==> config.mk <==
export PLATFORM = sky130hd
export DESIGN_NAME = fdw_diag
export DESIGN_NICKNAME = d
export VERILOG_FILES = /design/src/core/fdw_sync3.v /design/src/core/fdw_diag.v
export VERILOG_INCLUDE_DIRS = /design/src /design/src/core
export SDC_FILE = /design/constraint.sdc
export NUM_CORES = 1
export LEC_CHECK = 0
export ABC_CLOCK_PERIOD_IN_PS = 5790
export BUFFER_PORTS_ARGS = -buffer_cell sky130_fd_sc_hd__clkbuf_2
export CORE_ASPECT_RATIO = 1.4
export CORE_MARGIN = 3
export CORE_UTILIZATION = 45
export DETAILED_ROUTE_END_ITERATION = 8
export PLACE_DENSITY_LB_ADDON = 0.3
export SYNTH_ARGS = -nofsm -noshare
export SYNTH_HDL_FRONTEND = slang
export SYNTH_SLANG_ARGS = --single-unit
==> constraint.sdc <==
create_clock -name clk -period 5.79 [get_ports clk]
set_input_delay 0.2895 -clock clk [delete_from_list [all_inputs] [get_ports clk]]
set_output_delay 0.2895 -clock clk [all_outputs]
set_load 0.03 [all_outputs]
==> src/core/fdw_defs.vh <==
// Purpose: constants for the drive fault diagnostic words block
// Assumes: 10 MHz clock, APB byte addresses
// Notes:   definitions only
`ifndef FDW_DEFS_VH
`define FDW_DEFS_VH

// ------------------------------------------------
// register byte offsets
// ------------------------------------------------
`define FDW_A_PROC_EMCY   8'h00
`define FDW_A_FB_DIAG     8'h04
`define FDW_A_TQ_OFF      8'h08
`define FDW_A_STATUS      8'h0c
`define FDW_A_CMD_ERR     8'h10
`define FDW_A_OC_A        8'h14
`define FDW_A_OC_B        8'h18
`define FDW_A_OC_C        8'h1c
`define FDW_A_CTRL        8'h20
`define FDW_A_SM_WD       8'h24
`define FDW_A_SYNC_WD     8'h28
`define FDW_A_SYNC_PER    8'h2c
`define FDW_A_OC_PERSIST  8'h30
`define FDW_A_TRK_WARN    8'h34
`define FDW_A_TRK_FAULT   8'h38
`define FDW_A_PDO_LEN     8'h3c

// ------------------------------------------------
// field positions
// ------------------------------------------------
`define FDW_PE_LONG_LSB   24
`define FDW_FB_SM_WD      0
`define FDW_FB_SYNC_WD    1
`define FDW_FB_PLL        2
`define FDW_FB_SYNC_ERR   3
`define FDW_FB_EE_OLD     9
`define FDW_FB_EE_SCHED   10
`define FDW_FB_EE_FAIL    11
`define FDW_TQ_LOST       0
`define FDW_TQ_MID        1
`define FDW_ST_OC_WARN    0
`define FDW_ST_OC_FAULT   1
`define FDW_ST_TRK_WARN   2
`define FDW_ST_TRK_FAULT  3
`define FDW_ST_CMD_FAIL   4
`define FDW_CT_FRESET     0
`define FDW_CT_TRK_MASK   1

// ------------------------------------------------
// reset values and timing
// ------------------------------------------------
`define FDW_CNT_W         24
`define FDW_RST_CNT       24'h000000
`define FDW_RST_LEN       32'h08080808
`define FDW_RST_OCP       16'h0010
`define FDW_CLK_HZ        10000000
`define FDW_STO_MID_MS    500
`define FDW_SYNC_CAP_MS   1
`define FDW_MS_DIV        1000

`endif

==> src/core/fdw_sync3.v <==
// Purpose: three-stage input synchroniser with agreement filter
// Assumes: asynchronous level input
// Notes:   output moves only when stages two and three agree
`timescale 1ns/1ps
`default_nettype none

module fdw_sync3 (
  // clock and reset
  input  wire clk,
  input  wire rst_n,
  // level in and out
  input  wire d_in,
  output reg  q_out
);

  reg s1_r;
  reg s2_r;
  reg s3_r;

  always @(posedge clk) begin
    if (!rst_n) begin
      s1_r  <= 1'b0;
      s2_r  <= 1'b0;
      s3_r  <= 1'b0;
      q_out <= 1'b0;
    end else begin
      s1_r <= d_in;
      s2_r <= s1_r;
      s3_r <= s2_r;
      if (s2_r == s3_r) begin
        q_out <= s3_r;
      end
    end
  end

endmodule

`default_nettype wire

==> src/core/fdw_diag.v <==
// Purpose: fault and warning diagnostic words of a servo drive, APB slave
// Assumes: 10 MHz clk, synchronous active-low reset, event strobes on clk
// Notes:   fault bits sticky until fault reset, warning bits follow condition
//
// Design decisions made here: the address map and the APB slave port.
`timescale 1ns/1ps
`default_nettype none
`include "fdw_defs.vh"

module fdw_diag #(
  parameter STO_MID_CYC  = `FDW_STO_MID_MS * (`FDW_CLK_HZ / `FDW_MS_DIV),
  parameter SYNC_CAP_CYC = `FDW_SYNC_CAP_MS * (`FDW_CLK_HZ / `FDW_MS_DIV)
) (
  // clock and reset
  input  wire        clk,
  input  wire        rst_n,
  // apb slave
  input  wire        psel,
  input  wire        penable,
  input  wire        pwrite,
  input  wire [7:0]  paddr,
  input  wire [31:0] pwdata,
  output reg  [31:0] prdata,
  output reg         pready,
  output reg         pslverr,
  // strap: drive carries fieldbus port
  input  wire        fieldbus_drive_variant,
  // fieldbus events
  input  wire [3:0]  pdo_rx_stb,
  input  wire [7:0]  pdo_rx_len,
  input  wire        sync0_stb,
  input  wire        pll_locked,
  input  wire        eeprom_stale,
  input  wire        eeprom_update_sched,
  input  wire        eeprom_update_failed,
  // overcurrent
  input  wire        oc_detect,
  input  wire [15:0] phase_a_current,
  input  wire [15:0] phase_b_current,
  input  wire [15:0] phase_c_current,
  // tracking and system command
  input  wire [15:0] tracking_error,
  input  wire        sys_cmd_done,
  input  wire [15:0] sys_cmd_err,
  // torque-off input pins and drive state
  input  wire        safe_torque_off_input,
  input  wire        sto_mid_range,
  input  wire        drive_enabled,
  input  wire        enable_req
);

  function over;
    input [`FDW_CNT_W-1:0] cnt;
    input [`FDW_CNT_W-1:0] lim;
    begin
      over = (lim != `FDW_RST_CNT) && (cnt >= lim);
    end
  endfunction

  function [`FDW_CNT_W-1:0] inc;
    input [`FDW_CNT_W-1:0] cnt;
    begin
      inc = (&cnt) ? cnt : cnt + 1'b1;
    end
  endfunction

  // ------------------------------------------------
  // state
  // ------------------------------------------------
  reg                  variant_r;
  reg                  captured_r;
  reg [3:0]            pdo_long_r;
  reg [3:0]            fb_fault_r;
  reg [1:0]            tq_fault_r;
  reg                  oc_fault_r;
  reg                  trk_fault_r;
  reg                  trk_warn_r;
  reg                  cmd_fail_r;
  reg [15:0]           cmd_err_r;
  reg [15:0]           oc_a_r;
  reg [15:0]           oc_b_r;
  reg [15:0]           oc_c_r;
  reg                  trk_mask_r;
  reg [`FDW_CNT_W-1:0] sm_wd_lim_r;
  reg [`FDW_CNT_W-1:0] sync_wd_lim_r;
  reg [`FDW_CNT_W-1:0] sync_per_r;
  reg [15:0]           oc_persist_r;
  reg [15:0]           trk_warn_lim_r;
  reg [15:0]           trk_fault_lim_r;
  reg [31:0]           pdo_len_r;
  reg [`FDW_CNT_W-1:0] sm_cnt_r;
  reg [`FDW_CNT_W-1:0] sync_cnt_r;
  reg [`FDW_CNT_W-1:0] phase_cnt_r;
  reg                  pdo_seen_r;
  reg [`FDW_CNT_W-1:0] mid_cnt_r;
  reg [15:0]           oc_cnt_r;
  reg                  sto_prev_r;

  wire sto_ok;
  wire sto_mid;

  fdw_sync3 u_sync_sto (
    .clk   (clk),
    .rst_n (rst_n),
    .d_in  (safe_torque_off_input),
    .q_out (sto_ok)
  );

  fdw_sync3 u_sync_mid (
    .clk   (clk),
    .rst_n (rst_n),
    .d_in  (sto_mid_range),
    .q_out (sto_mid)
  );

  // ------------------------------------------------
  // bus decode
  // ------------------------------------------------
  wire bus_wr   = psel & penable & pready & pwrite;
  wire fault_rs = bus_wr && (paddr == `FDW_A_CTRL) && pwdata[`FDW_CT_FRESET];
  wire pdo_any  = |pdo_rx_stb;
  wire fb_en    = variant_r & captured_r;

  // ------------------------------------------------
  // sync window bounds
  // ------------------------------------------------
  wire [`FDW_CNT_W-1:0] half_per = {1'b0, sync_per_r[`FDW_CNT_W-1:1]};
  wire [`FDW_CNT_W-1:0] hi_half  = sync_per_r + half_per;
  wire [`FDW_CNT_W-1:0] hi_cap   = sync_per_r + SYNC_CAP_CYC[`FDW_CNT_W-1:0];
  wire [`FDW_CNT_W-1:0] hi_win   = (hi_half < hi_cap) ? hi_half : hi_cap;
  wire                  win_on   = (sync_per_r != `FDW_RST_CNT);
  wire pdo_early = win_on && pdo_any && (phase_cnt_r < half_per);
  wire pdo_late  = win_on && (pdo_any || !pdo_seen_r) && (phase_cnt_r > hi_win);

  // ------------------------------------------------
  // event conditions
  // ------------------------------------------------
  wire [3:0] fb_set;
  assign fb_set[`FDW_FB_SM_WD]    = over(sm_cnt_r, sm_wd_lim_r) && !pdo_any;
  assign fb_set[`FDW_FB_SYNC_WD]  = over(sync_cnt_r, sync_wd_lim_r) && !sync0_stb;
  assign fb_set[`FDW_FB_PLL]      = !pll_locked;
  assign fb_set[`FDW_FB_SYNC_ERR] = pdo_early | pdo_late;

  wire [1:0] tq_set;
  // input lost or enable without input
  assign tq_set[`FDW_TQ_LOST] = (drive_enabled && sto_prev_r && !sto_ok) || (enable_req && !sto_ok);
  assign tq_set[`FDW_TQ_MID]  = sto_mid && (mid_cnt_r >= STO_MID_CYC[`FDW_CNT_W-1:0]);

  wire oc_set  = oc_detect && (oc_cnt_r >= oc_persist_r);
  // fault threshold, mask only on fault
  wire trk_set = (tracking_error > trk_fault_lim_r) && !trk_mask_r;

  // ------------------------------------------------
  // strap capture and counters
  // ------------------------------------------------
  always @(posedge clk) begin
    if (!rst_n) begin
      variant_r   <= 1'b0;
      captured_r  <= 1'b0;
      sm_cnt_r    <= `FDW_RST_CNT;
      sync_cnt_r  <= `FDW_RST_CNT;
      phase_cnt_r <= `FDW_RST_CNT;
      pdo_seen_r  <= 1'b0;
      mid_cnt_r   <= `FDW_RST_CNT;
      oc_cnt_r    <= 16'h0000;
      sto_prev_r  <= 1'b0;
    end else begin
      if (!captured_r) begin
        variant_r  <= fieldbus_drive_variant;
        captured_r <= 1'b1;
      end
      sm_cnt_r   <= pdo_any ? `FDW_RST_CNT : inc(sm_cnt_r);
      sync_cnt_r <= sync0_stb ? `FDW_RST_CNT : inc(sync_cnt_r);
      if (sync0_stb) begin
        phase_cnt_r <= `FDW_RST_CNT;
        pdo_seen_r  <= 1'b0;
      end else begin
        phase_cnt_r <= inc(phase_cnt_r);
        if (pdo_any || pdo_late) begin
          pdo_seen_r <= 1'b1;
        end
      end
      mid_cnt_r  <= sto_mid ? inc(mid_cnt_r) : `FDW_RST_CNT;
      oc_cnt_r   <= oc_detect ? ((&oc_cnt_r) ? oc_cnt_r : oc_cnt_r + 16'h0001) : 16'h0000;
      sto_prev_r <= sto_ok;
    end
  end

  // ------------------------------------------------
  // diagnostic bits
  // ------------------------------------------------
  integer i;
  always @(posedge clk) begin
    if (!rst_n) begin
      pdo_long_r  <= 4'h0;
      fb_fault_r  <= 4'h0;
      tq_fault_r  <= 2'h0;
      oc_fault_r  <= 1'b0;
      trk_fault_r <= 1'b0;
      trk_warn_r  <= 1'b0;
      cmd_fail_r  <= 1'b0;
      cmd_err_r   <= 16'h0000;
      oc_a_r      <= 16'h0000;
      oc_b_r      <= 16'h0000;
      oc_c_r      <= 16'h0000;
    end else begin
      for (i = 0; i < 4; i = i + 1) begin
        if (pdo_rx_stb[i]) begin
          pdo_long_r[i] <= (pdo_rx_len > pdo_len_r[i*8 +: 8]);
        end
      end
      fb_fault_r  <= (fault_rs ? 4'h0 : fb_fault_r) | (fb_en ? fb_set : 4'h0);
      tq_fault_r  <= (fault_rs ? 2'h0 : tq_fault_r) | tq_set;
      oc_fault_r  <= (fault_rs ? 1'b0 : oc_fault_r) | oc_set;
      trk_fault_r <= (fault_rs ? 1'b0 : trk_fault_r) | trk_set;
      trk_warn_r  <= (tracking_error > trk_warn_lim_r);
      if (oc_detect) begin
        oc_a_r <= phase_a_current;
        oc_b_r <= phase_b_current;
        oc_c_r <= phase_c_current;
      end
      if (sys_cmd_done) begin
        cmd_fail_r <= (sys_cmd_err != 16'h0000);
        cmd_err_r  <= sys_cmd_err;
      end
    end
  end

  // ------------------------------------------------
  // configuration registers
  // ------------------------------------------------
  always @(posedge clk) begin
    if (!rst_n) begin
      trk_mask_r      <= 1'b0;
      sm_wd_lim_r     <= `FDW_RST_CNT;
      sync_wd_lim_r   <= `FDW_RST_CNT;
      sync_per_r      <= `FDW_RST_CNT;
      oc_persist_r    <= `FDW_RST_OCP;
      trk_warn_lim_r  <= 16'hffff;
      trk_fault_lim_r <= 16'hffff;
      pdo_len_r       <= `FDW_RST_LEN;
    end else if (bus_wr) begin
      case (paddr)
        `FDW_A_CTRL:       trk_mask_r      <= pwdata[`FDW_CT_TRK_MASK];
        `FDW_A_SM_WD:      sm_wd_lim_r     <= pwdata[`FDW_CNT_W-1:0];
        `FDW_A_SYNC_WD:    sync_wd_lim_r   <= pwdata[`FDW_CNT_W-1:0];
        `FDW_A_SYNC_PER:   sync_per_r      <= pwdata[`FDW_CNT_W-1:0];
        `FDW_A_OC_PERSIST: oc_persist_r    <= pwdata[15:0];
        `FDW_A_TRK_WARN:   trk_warn_lim_r  <= pwdata[15:0];
        `FDW_A_TRK_FAULT:  trk_fault_lim_r <= pwdata[15:0];
        `FDW_A_PDO_LEN:    pdo_len_r       <= pwdata;
        default:           trk_mask_r      <= trk_mask_r;
      endcase
    end
  end

  // ------------------------------------------------
  // read mux
  // ------------------------------------------------
  reg [31:0] rd_nxt;
  reg        hit_nxt;
  always @* begin
    rd_nxt  = 32'h00000000;
    hit_nxt = 1'b1;
    case (paddr)
      `FDW_A_PROC_EMCY: rd_nxt[`FDW_PE_LONG_LSB +: 4] = pdo_long_r;
      `FDW_A_FB_DIAG: begin
        if (fb_en) begin
          rd_nxt[3:0] = fb_fault_r;
          rd_nxt[`FDW_FB_EE_OLD]   = eeprom_stale;
          rd_nxt[`FDW_FB_EE_SCHED] = eeprom_update_sched;
          rd_nxt[`FDW_FB_EE_FAIL]  = eeprom_update_failed;
        end
      end
      `FDW_A_TQ_OFF: rd_nxt[1:0] = tq_fault_r;
      `FDW_A_STATUS: begin
        rd_nxt[`FDW_ST_OC_WARN]   = oc_detect;
        rd_nxt[`FDW_ST_OC_FAULT]  = oc_fault_r;
        rd_nxt[`FDW_ST_TRK_WARN]  = trk_warn_r;
        rd_nxt[`FDW_ST_TRK_FAULT] = trk_fault_r;
        rd_nxt[`FDW_ST_CMD_FAIL]  = cmd_fail_r;
      end
      `FDW_A_CMD_ERR:     rd_nxt[15:0] = cmd_err_r;
      `FDW_A_OC_A:        rd_nxt[15:0] = oc_a_r;
      `FDW_A_OC_B:        rd_nxt[15:0] = oc_b_r;
      `FDW_A_OC_C:        rd_nxt[15:0] = oc_c_r;
      `FDW_A_CTRL:        rd_nxt[`FDW_CT_TRK_MASK] = trk_mask_r;
      `FDW_A_SM_WD:       rd_nxt[`FDW_CNT_W-1:0] = sm_wd_lim_r;
      `FDW_A_SYNC_WD:     rd_nxt[`FDW_CNT_W-1:0] = sync_wd_lim_r;
      `FDW_A_SYNC_PER:    rd_nxt[`FDW_CNT_W-1:0] = sync_per_r;
      `FDW_A_OC_PERSIST:  rd_nxt[15:0] = oc_persist_r;
      `FDW_A_TRK_WARN:    rd_nxt[15:0] = trk_warn_lim_r;
      `FDW_A_TRK_FAULT:   rd_nxt[15:0] = trk_fault_lim_r;
      `FDW_A_PDO_LEN:     rd_nxt = pdo_len_r;
      default:            hit_nxt = 1'b0;
    endcase
  end

  // ------------------------------------------------
  // apb answer, one wait state
  // ------------------------------------------------
  always @(posedge clk) begin
    if (!rst_n) begin
      prdata  <= 32'h00000000;
      pready  <= 1'b0;
      pslverr <= 1'b0;
    end else begin
      pready <= psel & penable & ~pready;
      if (psel & penable & ~pready) begin
        prdata  <= pwrite ? 32'h00000000 : rd_nxt;
        pslverr <= ~hit_nxt;
      end else begin
        pslverr <= 1'b0;
      end
    end
  end

endmodule

`default_nettype wire

==> impl_results.md <==
* Sum Neg Setup Slack at 0 ns
* Main combinational cell family by area after synthesis: simple AND/OR/NAND/NOR gates
* R2R setup slack at 0.34 ns
* Leak at 10.8 nW
* Vias in the first global route at ~21000
* Simple-gate share of the synthesized area at 20.0%
* Clk pin slew, worst setup/hold paths at 0.07 ns
* R2R Path Start: sync_per_r[7]$_SDFFE_PN0P_
* Worst path slowest cell: a221o_2
* CTS tree: done
* Hold path depth at 3
* Worst skew pair latency at between 0.5 and 0.6 ns
* Routability congestion estimate from global placement at 1.02
* Path depth of the worst reg2reg path at 27
* Met3 usage at 4.73%
* Hold Path Class: primary input to flip-flop
* Root Driver: clkbuf_16
* H-tree Lvls at 2
* TritonCTS buffer count at 40
* Total grt overflow at 0
* Commonest non-fill, non-tap cell in the layout: dfxtp_1
* Drt drc at 0
* Final wirelength at just over 80 mm
* Die W at approximately 190 um
* Fin cells at 3642
* Top cell type's share of synthesized area at 34.7%
* Share of layout cells above drive strength 1 at 11.5%
* Detailed Route Iter0 Violations at 1785
* Initial antenna violation count at 2
* CTS max path bufs at 3
* Crit Path Class: flip-flop to flip-flop
* Site Rows at 96
* Core Area at 0.0491 mm^2
* Antenna Nets Post-Route at 0
* DIE AREA at 0.0527 mm^2
* Adder-Cell Fraction of Synth Area at between 10% and 20%
* First drt pass iteration count at 8
* Met2 GRT Util at 51.3%
* Cells after Synth at 2741
* Pint at 4.38 mW
* Worst r2r dst: pdo_seen_r$_SDFFE_PP0P_
* Mapped Nets at 3135
* # port buffers at 182
* Global-route layer with the greatest usage: met2
* Sequential area share after synthesis at 34.7%
* Mean post-synth cell area at 8.19 um^2
* Critical Path Max Stage Delay at 0.45 ns
* Pwr per Cell Area at 220 mW/mm^2
* Max cap viols at 0
* Switching share of power at 24.0%
* Startpoint Class: flip-flop
* Largest net degree at the start of global routing at 99
* Net Sw Power at 1.38 mW
* I/O pins at 183
* Fillcell total at 4584
* Met1 usage at 33.7%
* Register share of total power at between 40 and 50%
* Hold Violations, Final at 0
* HPWL after DPL at 62.8 mm
* Via density at around 5.9
* XOR/XNOR Fraction of Synth Area at 4.99%
* Synth area leader: dfxtp_1
* Synth Area in Compound Gates at 17.2%
* Synthesis Warnings at 0
* Number of synthesized flops with an enable pin at 0
* Slew Viols, Final at 0
* Via count at 21500
* Most frequent cells in the layout: dfxtp_1 (384), nand2_1 (374), nor2_1 (261)
* Top FF cell, synth: dfxtp_1
* Crit-path max FO at 10
* Comb power frac at 5.9%
* Worst Setup End Kind: flip-flop
* DR WL/cell at 22.5 um
* Worst Hold Path EP: oc_c_r[10]$_SDFFE_PN0P_
* FFs w/ async S/R, synth at 0%
* Die height at 270 um
* # placed instances at 3491
* Yosys reg bits at about 390
* Post-synth cell types at 75
* Setup Skew at approximately 0.025 ns
* Post-Layout Inst Area at ~0.026 mm^2
* Worst vdd ir at roughly 0.23 mV
* Layout area overhead at 16.9%
* Critical path data arrival time at 5.86 ns
* Min Tclk post-route at about 5.5 ns
* Synth area leaders: dfxtp_1 (35%), ha_1 (14%), nand2_1 (6.3%)
* Mux cell area share after synthesis at 4.20%
* Overall routing resource usage at 30.1%
* Hold_sp: phase_c_current[10]
* Global-route wire length before repair at 124 mm
* Slew Limit Headroom at 16.5%
* Starting density of the core at a little under half
* Area of the mapped netlist at between 0.02 and 0.025 mm^2
* Clock share of power at 46.5%
* Max Clk Rate at 0.183 GHz
* Worst-Margin Slew at ~1.2 ns
* Setup violators final at 0
* Final Cycle Share at 94.1%
* Placed Area at 0.0241 mm^2
* Post-layout net count at 3368
* Status: complete, no violations
* # clock sinks at between 300 and 400
* CP required at about 6.2 ns
==> synthesized netlist by cell type (64+ instances only) <==
cell,count
a21oi_1,244
a22oi_1,72
clkbuf_1,91
dfxtp_1,389
ha_1,244
inv_1,202
mux2i_1,92
nand2_1,374
nand4_1,64
nor2_1,265
o21ai_0,71
xnor2_1,70
==> area by class of cell <==
class / count / area, um^2 / area share (%)
well taps: 637 / 797 / 3.03
clock inverters: 13 / 158 / 0.600
clock buffers: 58 / 1200 / 4.56
diodes: 2 / 5.00 / 0.0191
inverters: 203 / 767 / 2.92
repair buffers: 298 / 1960 / 7.48
flip-flops and latches: 389 / 7790 / 29.7
multi-input cells: 2042 / 13600 / 51.7
==> layer usage <==
layer | vias to the layer above | part of all wire (%)
met5 | - | 0
met4 | 0 | 9.1
met3 | 296 | 5.7
met2 | 853 | 48
met1 | 10200 | 37
li1 | 10100 | -
==> power by group through the flow <==
stage | logic, mW | registers (mW) | clock network, mW
after floorplan | 0.150 | 2.79 | 0
after CTS | 0.333 | 2.74 | 2.72
after detailed placement | 0.295 | 2.80 | 0
after global routing | 0.366 | 2.74 | 2.82
after global placement | 0.289 | 2.80 | 0
final | 0.342 | 2.74 | 2.68
==> what timing repair did <==
action                                  4_1_cts  5_1_grt
gates resized for setup                       0       19
hold endpoints to repair                     68        0
endpoints found under the setup margin        0        2
buffers inserted                              0       10
hold buffers                                 68        0
==> worst max-delay path: cells and delay by family (launching register included) <==
family	cells	cell delay (ns)
simple gates	2	0.15
compound gates	18	3.32
flops	1	0.31
fa+ha+maj	3	0.87
xor+xnor	1	0.18
buf+inv	2	0.26
mux	1	0.20
==> worst max-delay path by stage <==
stage / cells past startpoint / slack, ns / from / end
after detailed placement: 27 / 0.13 / sync_per_r[1]$_SDFFE_PN0P_ / pdo_seen_r$_SDFFE_PP0P_
after floorplan: 28 / 0.56 / sync_per_r[6]$_SDFFE_PN0P_ / pdo_seen_r$_SDFFE_PP0P_
after CTS: 27 / 0.03 / sync_per_r[1]$_SDFFE_PN0P_ / pdo_seen_r$_SDFFE_PP0P_
after global placement: 26 / 0.23 / sync_per_r[1]$_SDFFE_PN0P_ / pdo_seen_r$_SDFFE_PP0P_
after global routing: 27 / -0.0004 / sync_per_r[7]$_SDFFE_PN0P_ / pdo_seen_r$_SDFFE_PP0P_
final: 27 / 0.34 / sync_per_r[7]$_SDFFE_PN0P_ / pdo_seen_r$_SDFFE_PP0P_
==> sequential cells by signal (all words and copies together), names as in the netlist, 24 cells and up <==
register,count
sync_cnt_r,24
prdata,32
phase_cnt_r,24
mid_cnt_r,24
sync_per_r,24
sync_wd_lim_r,24
sm_cnt_r,24
pdo_len_r,32
sm_wd_lim_r,24
==> cell families (layout without fill, tap and decap cells) <==
family,after synthesis,in the layout
adder cells (fa/ha/maj),245,245
buffers and inverters,310,572
multiplexers,94,94
other,0,2
XOR/XNOR,128,128
AND/OR/NAND/NOR,975,975
AO/OA/AOI/OAI,600,600
flip-flops,389,389
==> per-stage QoR <==
step           power [mW]  setup slack, ns  utilization (%)  hold slack, ns
2_1_floorplan        2.94            0.557                -           0.317
3_3_place_gp         3.09            0.226             49.0           0.417
3_5_place_dp         3.10            0.132             49.0           0.419
4_1_cts              5.80           0.0337             53.2         0.00498
5_1_grt              5.93        -0.000418             53.5          0.0231
6_report             5.77            0.340             53.5          0.0113
Note: power is estimated with default switching activity, not from simulation.
